===== config.mk =====
export PLATFORM = sky130hd
export DESIGN_NAME = dual_input_filter_edge_irq
export DESIGN_NICKNAME = d
export VERILOG_FILES = /design/src/design/difei_pkg.sv /design/src/design/dual_input_filter_edge_irq.sv
export SDC_FILE = /design/constraint.sdc
export NUM_CORES = 1
export LEC_CHECK = 0
export BUFFER_PORTS_ARGS = -buffer_cell sky130_fd_sc_hd__buf_2
export CORE_ASPECT_RATIO = 1.75
export CORE_MARGIN = 5
export CORE_UTILIZATION = 55
export CTS_BUF_LIST = sky130_fd_sc_hd__clkbuf_4
export CTS_CLUSTER_DIAMETER = 120
export DETAILED_ROUTE_END_ITERATION = 6
export GPL_TIMING_DRIVEN = 1
export PLACE_DENSITY = 0.73
export SETUP_SLACK_MARGIN = 0.3
export SKIP_LAST_GASP = 1
export SYNTH_ARGS = -nofsm -noshare
export SYNTH_HDL_FRONTEND = slang
export SYNTH_SLANG_ARGS = --single-unit

===== constraint.sdc =====
create_clock -name clk -period 3.85 [get_ports clk]
set_input_delay 0.77 -clock clk [delete_from_list [all_inputs] [get_ports clk]]
set_output_delay 0.77 -clock clk [all_outputs]
set_load 0.01 [all_outputs]

===== src/design/difei_pkg.sv =====
// Shared constants and carrier types for the two-input filter block
package difei_pkg;
    // Clock and microsecond tick
    localparam int CLK_NS = 8;
    localparam int US_NS = 1000;
    localparam int TICK_DIV = US_NS / CLK_NS;
    localparam logic [6:0] TICK_LAST = 7'(TICK_DIV - 1);
    // Filter codes and their delays in microseconds
    localparam logic [7:0] FLT_1US = 8'h00;
    localparam logic [7:0] FLT_3US = 8'h02;
    localparam logic [7:0] FLT_10US = 8'h04;
    localparam logic [7:0] FLT_86US = 8'h07;
    localparam logic [7:0] FLT_342US = 8'h09;
    localparam logic [7:0] FLT_2731US = 8'h0C;
    localparam logic [11:0] DLY_1 = 12'h001;
    localparam logic [11:0] DLY_3 = 12'h003;
    localparam logic [11:0] DLY_10 = 12'h00A;
    localparam logic [11:0] DLY_86 = 12'h056;
    localparam logic [11:0] DLY_342 = 12'h156;
    localparam logic [11:0] DLY_2731 = 12'hAAB;
    // Parameter values and resets
    localparam logic [7:0] DIAG_OFF = 8'h00;
    localparam logic [7:0] DIAG_ON = 8'h40;
    localparam logic [7:0] FLT_RESET = FLT_3US;
    localparam logic [1:0] MASK_RESET = 2'h0;
    // Record numbers
    localparam logic [7:0] REC_DIAG_IRQ_ENABLE = 8'h00;
    localparam logic [7:0] REC_FILTER = 8'h01;
    localparam logic [7:0] REC_MASK = 8'h80;
    localparam logic [7:0] REC_DIAG_SHORT = 8'h00;
    localparam logic [7:0] REC_DIAG_FULL = 8'h01;
    // Diagnostic record layout and constants
    localparam logic [4:0] IDX_SHORT_LAST = 5'h03;
    localparam logic [4:0] IDX_TS = 5'h10;
    localparam logic [4:0] IDX_FULL_LAST = 5'h13;
    localparam logic [7:0] MOD_CLASS = 8'h1F;
    localparam logic [7:0] CH_KIND = 8'h70;
    localparam logic [7:0] DIAG_BITS = 8'h00;
    localparam logic [7:0] CH_COUNT = 8'h02;
    localparam int SUM_FAIL = 0;
    localparam int SUM_EXT = 2;
    localparam int SUM_CHAN = 3;
    localparam int EXT_OVF = 3;
    localparam int EXT_LOST = 6;

    // Host record request
    typedef struct packed {
        logic       wr;
        logic       rd;
        logic [7:0] num;
        logic [4:0] idx;
        logic [7:0] wdata;
    } rec_req_t;

    // Process interrupt data
    typedef struct packed {
        logic [7:0]  source;
        logic [7:0]  snapshot;
        logic [15:0] time_low;
    } pirq_data_t;
endpackage


===== src/design/dual_input_filter_edge_irq.sv =====
// Two-input filter, edge interrupt and diagnostic record block
`timescale 1ns/1ps
`default_nettype none
module dual_input_filter_edge_irq
(
    // Clock and reset
    input  wire logic                   clk,
    input  wire logic                   arst_n,
    // Field inputs
    input  wire logic [1:0]             field_in,
    // Host record port
    input  wire difei_pkg::rec_req_t    rec_req,
    output logic [7:0]                  rec_rdata,
    output logic                        rec_rvalid,
    // Process interrupt
    output logic                        pirq_req,
    input  wire logic                   pirq_ack,
    output difei_pkg::pirq_data_t       pirq_data,
    // Diagnostic interrupt and lamp
    output logic                        diag_incoming,
    output logic                        diag_going,
    output logic                        fault_lamp
);

    typedef enum logic {D_IDLE, D_ACTIVE} diag_state_t;

    logic [6:0]  div_ff;
    logic        tick_ff;
    logic [31:0] ticker_ff;
    logic [1:0]  sync1_ff;
    logic [1:0]  sync2_ff;
    logic [1:0]  sync3_ff;
    logic [1:0]  filt_ff;
    logic [11:0] cnt_ff [2];
    logic [1:0]  acc;
    logic [7:0]  diag_irq_enable_ff;
    logic [7:0]  flt_ff [2];
    logic [1:0]  rise_ff;
    logic [1:0]  fall_ff;
    logic [1:0]  ev;
    logic        take;
    logic        loss;
    logic        lost_ff;
    diag_state_t st_ff;
    logic        sent_ff;
    logic [1:0]  chf_ff;
    logic        ovf_ff;
    logic        lostbit_ff;
    logic [31:0] dts_ff;
    logic [7:0]  sum;
    logic [7:0]  extra;
    logic        enter;
    logic        leave;

    // Delay in microseconds for a filter code
    function automatic logic [11:0] delay_us(input logic [7:0] code);
        logic [11:0] d;
        d = difei_pkg::DLY_3;
        case (code)
            difei_pkg::FLT_1US:    d = difei_pkg::DLY_1;
            difei_pkg::FLT_10US:   d = difei_pkg::DLY_10;
            difei_pkg::FLT_86US:   d = difei_pkg::DLY_86;
            difei_pkg::FLT_342US:  d = difei_pkg::DLY_342;
            difei_pkg::FLT_2731US: d = difei_pkg::DLY_2731;
            default:               d = difei_pkg::DLY_3;
        endcase
        return d;
    endfunction

    // Microsecond tick divider
    always_ff @(posedge clk or negedge arst_n)
    begin
        if (!arst_n)
        begin
            div_ff <= 7'h00;
            tick_ff <= 1'b0;
        end
        else
        begin
            tick_ff <= (div_ff == difei_pkg::TICK_LAST);
            if (div_ff == difei_pkg::TICK_LAST)
                div_ff <= 7'h00;
            else
                div_ff <= div_ff + 7'h01;
        end
    end

    // Ticker wraps naturally at the top of 32 bits
    always_ff @(posedge clk or negedge arst_n)
    begin
        if (!arst_n)
            ticker_ff <= 32'h0000_0000;
        else if (tick_ff)
            ticker_ff <= ticker_ff + 32'h0000_0001;
    end

    // Three-stage synchroniser on the field pins
    always_ff @(posedge clk or negedge arst_n)
    begin
        if (!arst_n)
        begin
            sync1_ff <= 2'h0;
            sync2_ff <= 2'h0;
            sync3_ff <= 2'h0;
        end
        else
        begin
            sync1_ff <= field_in;
            sync2_ff <= sync1_ff;
            sync3_ff <= sync2_ff;
        end
    end

    // Accept a change only after a full delay of stable level; the first
    // tick may come at once, so one tick beyond the delay is counted
    always_comb
    begin
        for (int i = 0; i < 2; i++)
            acc[i] = tick_ff && (sync2_ff[i] == sync3_ff[i])
                && (sync3_ff[i] != filt_ff[i])
                && (cnt_ff[i] >= delay_us(flt_ff[i]));
    end

    // Filter counters count microsecond ticks; a change waits at most
    // one tick longer than the delay
    always_ff @(posedge clk or negedge arst_n)
    begin
        if (!arst_n)
        begin
            filt_ff <= 2'h0;
            cnt_ff[0] <= 12'h000;
            cnt_ff[1] <= 12'h000;
        end
        else
        begin
            for (int i = 0; i < 2; i++)
            begin
                if (sync2_ff[i] != sync3_ff[i]
                    || sync3_ff[i] == filt_ff[i])
                    cnt_ff[i] <= 12'h000;
                else if (acc[i])
                begin
                    filt_ff[i] <= sync3_ff[i];
                    cnt_ff[i] <= 12'h000;
                end
                else if (tick_ff)
                    cnt_ff[i] <= cnt_ff[i] + 12'h001;
            end
        end
    end

    // Parameter record writes
    always_ff @(posedge clk or negedge arst_n)
    begin
        if (!arst_n)
        begin
            diag_irq_enable_ff <= difei_pkg::DIAG_OFF;
            flt_ff[0] <= difei_pkg::FLT_RESET;
            flt_ff[1] <= difei_pkg::FLT_RESET;
            rise_ff <= difei_pkg::MASK_RESET;
            fall_ff <= difei_pkg::MASK_RESET;
        end
        else if (rec_req.wr)
        begin
            if (rec_req.num == difei_pkg::REC_DIAG_IRQ_ENABLE
                && rec_req.idx == 5'h00)
                diag_irq_enable_ff <= rec_req.wdata;
            if (rec_req.num == difei_pkg::REC_FILTER
                && rec_req.idx < 5'h02)
                flt_ff[rec_req.idx[0]] <= rec_req.wdata;
            if (rec_req.num == difei_pkg::REC_MASK)
            begin
                // Reserved upper mask bits are not stored
                if (rec_req.idx == 5'h00)
                    rise_ff <= rec_req.wdata[1:0];
                if (rec_req.idx == 5'h01)
                    fall_ff <= rec_req.wdata[1:0];
            end
        end
    end

    // Enabled edges of the filtered level
    assign ev = (acc & sync3_ff & rise_ff)
        | (acc & ~sync3_ff & fall_ff);
    // Events inside the diagnostic window raise no interrupt and no loss; they only set overflow
    assign take = (|ev) && st_ff == D_IDLE
        && (!pirq_req || pirq_ack);
    assign loss = (|ev) && st_ff == D_IDLE
        && pirq_req && !pirq_ack;

    // Process interrupt pending flag and its data
    always_ff @(posedge clk or negedge arst_n)
    begin
        if (!arst_n)
        begin
            pirq_req <= 1'b0;
            pirq_data <= '0;
        end
        else if (take)
        begin
            pirq_req <= 1'b1;
            pirq_data.source <= {6'h00, ev};
            pirq_data.snapshot <= {6'h00,
                (filt_ff & ~acc) | (sync3_ff & acc)};
            pirq_data.time_low <= ticker_ff[15:0];
        end
        else if (pirq_ack)
            pirq_req <= 1'b0;
    end

    // Lost cause lasts until the blocking interrupt is acknowledged
    always_ff @(posedge clk or negedge arst_n)
    begin
        if (!arst_n)
            lost_ff <= 1'b0;
        else if (loss)
            lost_ff <= 1'b1;
        else if (pirq_ack)
            lost_ff <= 1'b0;
    end

    assign enter = st_ff == D_IDLE && lost_ff;
    assign leave = st_ff == D_ACTIVE && !lost_ff;

    // Diagnostic window state
    always_ff @(posedge clk or negedge arst_n)
    begin
        if (!arst_n)
        begin
            st_ff <= D_IDLE;
            sent_ff <= 1'b0;
            diag_incoming <= 1'b0;
            diag_going <= 1'b0;
            dts_ff <= 32'h0000_0000;
        end
        else
        begin
            diag_incoming <= 1'b0;
            diag_going <= 1'b0;
            unique case (st_ff)
                D_IDLE:
                    if (enter)
                    begin
                        st_ff <= D_ACTIVE;
                        dts_ff <= ticker_ff;
                        sent_ff <= (diag_irq_enable_ff == difei_pkg::DIAG_ON);
                        diag_incoming <= (diag_irq_enable_ff
                            == difei_pkg::DIAG_ON);
                    end
                D_ACTIVE:
                    if (leave)
                    begin
                        st_ff <= D_IDLE;
                        sent_ff <= 1'b0;
                        diag_going <= sent_ff;
                    end
            endcase
        end
    end

    assign fault_lamp = (st_ff == D_ACTIVE);

    // Fault bits; a new loss wins over the clear on going
    always_ff @(posedge clk or negedge arst_n)
    begin
        if (!arst_n)
        begin
            chf_ff <= 2'h0;
            ovf_ff <= 1'b0;
            lostbit_ff <= 1'b0;
        end
        else
        begin
            if (loss)
            begin
                chf_ff <= chf_ff | ev;
                lostbit_ff <= 1'b1;
            end
            else if (leave)
            begin
                chf_ff <= 2'h0;
                lostbit_ff <= 1'b0;
            end
            if (st_ff == D_ACTIVE && (|ev))
                ovf_ff <= 1'b1;
            else if (leave)
                ovf_ff <= 1'b0;
        end
    end

    // Summary and extra bytes
    always_comb
    begin
        extra = 8'h00;
        extra[difei_pkg::EXT_OVF] = ovf_ff;
        extra[difei_pkg::EXT_LOST] = lostbit_ff;
        sum = 8'h00;
        sum[difei_pkg::SUM_CHAN] = |chf_ff;
        sum[difei_pkg::SUM_EXT] = |extra;
        sum[difei_pkg::SUM_FAIL] = (|chf_ff) || (|extra);
    end

    // Diagnostic record reads, one registered byte per request
    always_ff @(posedge clk or negedge arst_n)
    begin
        if (!arst_n)
        begin
            rec_rdata <= 8'h00;
            rec_rvalid <= 1'b0;
        end
        else
        begin
            rec_rvalid <= rec_req.rd;
            if (rec_req.rd)
            begin
                rec_rdata <= 8'h00; // spare and unmapped
                if ((rec_req.num == difei_pkg::REC_DIAG_FULL
                    && rec_req.idx <= difei_pkg::IDX_FULL_LAST)
                    || (rec_req.num == difei_pkg::REC_DIAG_SHORT
                    && rec_req.idx <= difei_pkg::IDX_SHORT_LAST))
                begin
                    unique case (rec_req.idx)
                        5'h00: rec_rdata <= sum;
                        5'h01: rec_rdata <= difei_pkg::MOD_CLASS;
                        5'h03: rec_rdata <= extra;
                        5'h04: rec_rdata <= difei_pkg::CH_KIND;
                        5'h05: rec_rdata <= difei_pkg::DIAG_BITS;
                        5'h06: rec_rdata <= difei_pkg::CH_COUNT;
                        5'h07: rec_rdata <= {6'h00, chf_ff};
                        5'h10: rec_rdata <= dts_ff[31:24];
                        5'h11: rec_rdata <= dts_ff[23:16];
                        5'h12: rec_rdata <= dts_ff[15:8];
                        5'h13: rec_rdata <= dts_ff[7:0];
                        default: rec_rdata <= 8'h00;
                    endcase
                end
            end
        end
    end

    // A tick is followed by at least eight cycles without a tick
    a_tick_period: assert property (@(posedge clk)
        disable iff (!arst_n) tick_ff |=> !tick_ff [*8])
        else $error("tick came early");
    a_ticker_step: assert property (@(posedge clk)
        disable iff (!arst_n)
        !tick_ff |=> ticker_ff == $past(ticker_ff))
        else $error("ticker moved without tick");
    a_irq_raise: assert property (@(posedge clk)
        disable iff (!arst_n)
        take |=> pirq_req && pirq_data.source[1:0] == $past(ev)
        && pirq_data.time_low == $past(ticker_ff[15:0]))
        else $error("interrupt data not captured");
    a_loss_held: assert property (@(posedge clk)
        disable iff (!arst_n)
        loss |=> lost_ff && pirq_req && lostbit_ff)
        else $error("lost interrupt not flagged");
    a_diag_incoming: assert property (@(posedge clk)
        disable iff (!arst_n)
        enter && diag_irq_enable_ff == difei_pkg::DIAG_ON
        |=> diag_incoming && fault_lamp)
        else $error("incoming interrupt missing");
    a_diag_quiet: assert property (@(posedge clk)
        disable iff (!arst_n)
        diag_irq_enable_ff == difei_pkg::DIAG_OFF && st_ff == D_IDLE
        |=> !diag_incoming)
        else $error("incoming while disabled");
    a_diag_going: assert property (@(posedge clk)
        disable iff (!arst_n)
        leave && sent_ff |=> diag_going && !fault_lamp)
        else $error("going interrupt missing");
    // An event in the window leaves pending data alone and flags overflow
    a_event_discard: assert property (@(posedge clk)
        disable iff (!arst_n)
        fault_lamp && (|ev) |=> $stable(pirq_data) && ovf_ff)
        else $error("event taken in diagnostic window");
    a_const_byte: assert property (@(posedge clk)
        disable iff (!arst_n)
        rec_req.rd && rec_req.num == difei_pkg::REC_DIAG_FULL
        && rec_req.idx == 5'h06
        |=> rec_rvalid && rec_rdata == difei_pkg::CH_COUNT)
        else $error("channel count byte wrong");

endmodule
`default_nettype wire


==> impl_metrics.csv, run 1 <==
group,metric,value,unit
setup_path,startpoint,"flt_ff[5]$_DFFE_PN0P_",
timing,timing.slew.headroom,42.4,%
power_and_ir_drop,total_power,3.08,mW
logic_synthesis,yosysWarnings,0,
global_routing,grt_pass1_wl,29.1,mm
run_status,status,"finished, final reports clean",
cts,clk_path_buf_depth,2,
timing,fin_crit,3380,ps
drt,drt-total-wl,18.0,mm
cts,clkLatencyLatePin,570,ps
cts,clk_pin_slew_worst_paths,180,ps
cts,cts.sinks,171,
logic_synthesis,dominantRegCellSynth,"dfrtp_1",
timing,drv_slew,0,
finish,instances_no_fill,982,
timing,hold_viol_final,0,
global_routing,overflow,0,
power_and_ir_drop,power_leakage,4.47,nW
finish,nNetsFinal,842,
place,io_buffers,60,
setup_path,path_cells,"nor4_4 > nand2b_1 > nor2_1 > nand3_2 > ha_1 > a211o_1 > a221oi_4 > nor2b_1 > a31oi_4 > o22a_1 > buf_6 > mux2_2",
finish,utilization,61.5,%
finish,layout-drive-gt1-share,25.1,%
logic_synthesis,ys_ff_latch,171,
logic_synthesis,ys_seq_area_share,51.6,%
cts,root_buffer,"clkbuf_4",
setup_path,worstSetupStartpointType,"register",
logic_synthesis,yosysTopAreaCell,"dfrtp_1",
setup_path,r2r_slack,470,ps
cts,cts_buffers,17,
logic_synthesis,synth.top_cell.area_share,51.0,%
logic_synthesis,synth_area,8290,µm²
timing,tightest_slew,860,ps
cts,cts_tree,"built",
place,gp_congestion,0.897,
floorplan,dieArea,17700,µm²
cts,htreeDepth,4,
setup_path,worstPathMaxFanout,18,
global_routing,grt_pass1_vias,5945,
floorplan,fp.coreArea,14800,µm²
drt,routedWlPerCell,18.4,µm
logic_synthesis,synth_cell_types,59,
drt,detail-route-antenna-nets,0,
place,placed_area,8730,µm²
drt,vias,5733,
setup_path,reg2reg_depth,12,
finish,final_cell_area,9130,µm²
timing,fin_skew,33.7,ps
drt,initialDrtViolationCount,268,
floorplan,die_y,172,µm
global_routing,grt_max_degree,83,
logic_synthesis,synth-edff-count,0,
logic_synthesis,synthCells,722,
place,dp.cells,948,
floorplan,start_util,55.9,%
setup_path,critPathMaxStageDelay,440,ps
run,max_cap_viol_count,0,
floorplan,pin_count,73,
setup_path,critPathRequiredTime,4310,ps
floorplan,die_x,103,µm
logic_synthesis,async_flop_share,100,%
timing,post-route-period-util,87.9,%
setup_path,worstSetupPathType,"register to register",
global_routing,antenna_found_initial,1,
timing,setup_viol,0,
setup_path,worstReg2RegStart,"flt_ff[5]$_DFFE_PN0P_",
global_routing,grt_use_total,21.2,%
setup_path,arrival,3840,ps
logic_synthesis,syn_area_per_cell,11.5,µm²
timing,finalSetupTns,0,ps
finish,fill_cells,1218,
drt,drc,0,
timing,clock.fmax,296,MHz
power_and_ir_drop,ir_drop,191,µV
drt,firstDrtPassIters,6,
finish,syn_to_final_growth,10.1,%
timing,rsz0062_at_grt,"false",
setup_path,crit_slowest_cell,"dfrtp_1",
logic_synthesis,synth.area.top_cells,"dfrtp_1 (51%), mux2_2 (10%), ha_1 (4.4%)",
place,dp_hpwl,13.3,mm
min_path,hp-class,"input pin to asynchronous set/reset pin",
power_and_ir_drop,power_density,338,nW/µm²
setup_path,end_kind,"register",
setup_path,reg2reg_to,"pirq_data[4]$_DFFE_PN0P_",
drt,viasPerCell,5.84,
floorplan,num_rows,59,
## repair_timing
action | in CTS | in global routing
hold buffers | 0 | 0
setup endpoints to repair | 18 | 26
resized for setup | 2 | 6
setup buffers | 0 | 1
## Yosys cell counts, types with 3 or more instances
library cell,instances
a21o_1,11
a21oi_1,26
a22o_1,9
a31oi_1,6
and2_1,3
and3_1,22
and4_1,5
buf_4,13
clkbuf_1,15
dfrtp_1,169
ha_1,29
inv_1,27
mux2_2,76
mux2_4,8
mux2i_1,21
nand2_1,50
nand2b_1,5
nand3_1,34
nand4_1,9
nor2_1,42
nor2b_1,5
nor3_1,9
nor3b_1,3
nor4_1,5
o21a_1,4
o21ai_0,19
o22ai_1,11
o31ai_1,4
xnor2_1,28
xor2_1,11
## cell families after synthesis
logic type	count (synthesis)	share of synthesized area [%]
xor+xnor	39	4.12
flops	171	51.6
simple gates	206	12.8
compound gates	108	8.66
other cells	1	0.0452
mux	107	14.8
fa+ha+maj	29	4.38
buf+inv	61	3.56
## flip-flops by register name, summed over array words and instances, names as in the netlist, 7 cells and up
| name | flops |
|---|---|
| dts_ff | 32 |
| pirq_data | 20 |
| div_ff | 7 |
| rec_rdata | 8 |
| flt_ff | 16 |
| ticker_ff | 32 |
| cnt_ff | 24 |
| diag_irq_enable_ff | 8 |
## final cells by class
class	count	area, µm²	share of cell area [%]
Clock inverter	15	204	2.23
Multi-Input combinational cell	501	3810	41.7
Timing Repair Buffer	67	375	4.11
Tap cell	183	229	2.51
Sequential cell	171	4280	46.9
Clock buffer	17	128	1.40
Inverter	27	101	1.11
Antenna cell	1	2.50	0.0274
## critical path, delay by kind of cell (launching register included)
family	cells	cell delay (ps)
flip-flops	1	440
AO/OA/AOI/OAI	4	1100
buffers and inverters	1	210
adder cells (fa/ha/maj)	1	320
multiplexers	1	360
AND/OR/NAND/NOR	5	840
## worst max-delay path by stage
| stage | slack, ps | endpoint | cells past startpoint |
|---|---|---|---|
| CTS | 330 | pirq_data[4]$_DFFE_PN0P_ | 12 |
| global route | 300 | pirq_data[16]$_DFFE_PN0P_ | 12 |
| detailed placement | 220 | pirq_data[4]$_DFFE_PN0P_ | 12 |
| global placement | 330 | pirq_data[14]$_DFFE_PN0P_ | 12 |
| finish | 470 | pirq_data[4]$_DFFE_PN0P_ | 12 |
| floorplan | 620 | pirq_data[10]$_DFFE_PN0P_ | 13 |
## layer usage
metal	track usage, %	vias up	part of all wire (%)
met5	0	-	0
met4	9.64	0	3.6
met3	3.75	43	3.6
met2	39.1	141	56
met1	23.2	2867	36
li1	-	2682	-
## cells in the final DEF, fill, tap and decap left out, types with 4 or more instances in the layout
cell / instances
a21o_1: 11
a21oi_1: 26
a22o_1: 9
a31oi_1: 6
and3_1: 22
and4_1: 5
buf_2: 59
buf_4: 5
clkbuf_4: 17
conb_1: 12
dfrtp_1: 169
ha_1: 29
inv_1: 27
inv_8: 4
mux2_2: 76
mux2_4: 8
mux2i_1: 21
nand2_1: 50
nand2b_1: 5
nand3_1: 33
nand4_1: 9
nor2_1: 42
nor2b_1: 5
nor3_1: 9
o21a_1: 4
o21ai_0: 19
o22ai_1: 11
o31ai_1: 4
xnor2_1: 28
xor2_1: 11
## report_power, final
group / internal [mW] / total (mW) / switching [mW]
combinational: 0.0376 / 0.134 / 0.0966
clock: 0.425 / 1.14 / 0.711
sequential: 1.80 / 1.81 / 0.00858
total: 2.27 / 3.08 / 0.817
## per-stage QoR
stage                     hold WS, ps  worst slack [ps]
after global placement            339               328
after global routing              232               300
after detailed placement          337               221
final                             225               466
after floorplan                   331               621
after CTS                         209               329
Note: power is estimated with default switching activity, not from simulation.
==> inputs of run 2 (changes only) <==
--- a/config.mk
+++ b/config.mk
@@ -6,14 +6,16 @@
 export NUM_CORES = 1
 export LEC_CHECK = 0
 export BUFFER_PORTS_ARGS = -buffer_cell sky130_fd_sc_hd__buf_2
+export CELL_PAD_IN_SITES_DETAIL_PLACEMENT = 1
+export CELL_PAD_IN_SITES_GLOBAL_PLACEMENT = 1
 export CORE_ASPECT_RATIO = 1.75
 export CORE_MARGIN = 5
-export CORE_UTILIZATION = 55
+export CORE_UTILIZATION = 50
 export CTS_BUF_LIST = sky130_fd_sc_hd__clkbuf_4
 export CTS_CLUSTER_DIAMETER = 120
 export DETAILED_ROUTE_END_ITERATION = 6
 export GPL_TIMING_DRIVEN = 1
-export PLACE_DENSITY = 0.73
+export PLACE_DENSITY = 0.81
 export SETUP_SLACK_MARGIN = 0.3
 export SKIP_LAST_GASP = 1
 export SYNTH_ARGS = -nofsm -noshare
==> impl_metrics.csv, run 2 (synthesis results as in run 1) <==
group,metric,value,unit
cts,cts.sinks,171,
finish,fill_cells,1745,
cts,root_buffer,"clkbuf_4",
place,io_buffers,60,
setup_path,critPathRequiredTime,4300,ps
drt,initialDrtViolationCount,227,
run_status,status,"finished, final reports clean",
timing,hold_ws,244,ps
place,gp_congestion,0.813,
floorplan,dieArea,19400,µm²
cts,clk_pin_slew_worst_paths,170,ps
finish,instances_no_fill,1028,
place,placed_area,8770,µm²
global_routing,grt_pass1_vias,6631,
cts,cts_buffers,17,
setup_path,worstSetupPathType,"register to register",
timing,tightest_slew,868,ps
timing,setup_viol,0,
finish,layout-drive-gt1-share,25.7,%
setup_path,end_kind,"register",
finish,final_cell_area,9190,µm²
global_routing,antenna_found_initial,1,
setup_path,arrival,3860,ps
timing,hold_viol_final,0,
timing,fin_skew,28.0,ps
place,dp_hpwl,15.6,mm
place,dp.cells,989,
min_path,hp-class,"input pin to asynchronous set/reset pin",
finish,syn_to_final_growth,10.9,%
floorplan,start_util,50.7,%
finish,layout_common_cells,"dfrtp_1 (169), mux2_2 (76), buf_2 (59), nand2_1 (50), nor2_1 (41)",
cts,clkLatencyLatePin,570,ps
power_and_ir_drop,power_leakage,4.49,nW
drt,detail-route-antenna-nets,0,
cts,clk_path_buf_depth,2,
power_and_ir_drop,ir_drop,183,µV
drt,drt-total-wl,21.0,mm
drt,viasPerCell,5.66,
drt,drc,0,
power_and_ir_drop,total_power,3.07,mW
cts,cts_tree,"built",
finish,nNetsFinal,847,
drt,routedWlPerCell,20.5,µm
place,place_ws,80.2,ps
timing,rsz0062_at_grt,"true",
global_routing,grt_use_total,22.9,%
cts,holdBufCountCts,0,
floorplan,die_y,180,µm
timing,post-route-period-util,88.4,%
timing,fin_crit,3400,ps
run,max_cap_viol_count,0,
drt,vias,5818,
setup_path,worstPathMaxFanout,18,
cts,htreeDepth,4,
drt,firstDrtPassIters,4,
floorplan,fp.coreArea,16400,µm²
timing,timing.slew.headroom,42.1,%
finish,utilization,56.2,%
finish,reg_top3,"dts_ff: 32 flops, ticker_ff: 32 flops, cnt_ff: 24 flops",
floorplan,pin_count,73,
timing,drv_slew,0,
power_and_ir_drop,power_density,334,nW/µm²
global_routing,overflow,0,
global_routing,grt_pass1_wl,35.1,mm
floorplan,die_x,107,µm
floorplan,num_rows,62,
global_routing,grt_max_degree,94,
setup_path,worstSetupStartpointType,"register",
timing,finalSetupTns,0,ps
setup_path,r2r_slack,450,ps
timing,clock.fmax,294,MHz
finish,final_common_cell,"dfrtp_1",
timing,setup_ws,445,ps
==> run 2: cell count changes in the layout (fill, tap and decap cells not counted), moves of 2 or more <==
cell        previous run  this run
buf_4                  5        11
clkinv_4               1         4
clkinv_8               3         1
clkinvlp_4             2         0
inv_6                  3         6
inv_8                  4         1
==> run 2: area by class of cell <==
type | instances | area [µm²] | share of cell area [%]
Sequential cell | 171 | 4280 | 46.6
Clock inverter | 15 | 180 | 1.96
Clock buffer | 17 | 128 | 1.39
Inverter | 27 | 101 | 1.10
Tap cell | 224 | 280 | 3.05
Antenna cell | 1 | 2.50 | 0.0272
Timing Repair Buffer | 72 | 404 | 4.40
Multi-Input combinational cell | 501 | 3820 | 41.5
==> run 2: worst max-delay path, cell delays in order, from the launching register on <==
cell,delay [ps]
dfrtp_1,440
nor4_4,310
nand2b_1,120
nor2_2,140
nand2_1,100
o21a_1,190
ha_1,260
nand2b_1,100
a31oi_1,80
o21ai_0,590
a31oi_4,230
o22a_1,280
buf_8,170
mux2_2,270
==> run 2: report_power, final <==
| part | internal, mW | total (mW) | switching, mW |
|---|---|---|---|
| Combinational | 0.0370 | 0.136 | 0.0989 |
| Sequential | 1.80 | 1.81 | 0.00859 |
| Clock | 0.411 | 1.12 | 0.713 |
| Total | 2.25 | 3.07 | 0.821 |
==> run 2: repair_timing <==
| action | 4_1_cts | 5_1_grt |
|---|---|---|
| gates cloned | 0 | 0 |
| buffers inserted | 0 | 6 |
| gates resized for setup | 6 | 5 |
| pin swaps | 0 | 1 |
| hold endpoints to repair | 0 | 0 |
| setup endpoints to repair | 20 | 29 |
==> run 2: worst paths after layout <==
path | from | endpoint | cells after the start
max | flt_ff[5]$_DFFE_PN0P_ | pirq_data[16]$_DFFE_PN0P_ | 13
min reg2reg | sync1_ff[1]$_DFF_PN0_ | sync2_ff[1]$_DFF_PN0_ | 0
min | arst_n | pirq_data[14]$_DFFE_PN0P_ | 1
max in group asynchronous | arst_n | ticker_ff[29]$_DFFE_PN0P_ | 2
max reg2reg | flt_ff[5]$_DFFE_PN0P_ | pirq_data[16]$_DFFE_PN0P_ | 13
min in group clk | field_in[0] | sync1_ff[0]$_DFF_PN0_ | 1
==> run 2: metal layers <==
metal / wire length [µm] / track usage [%]
met1: 7750 / 25.1
met2: 12300 / 44.0
met3: 517 / 3.69
met4: 522 / 7.18
met5: 0 / 0
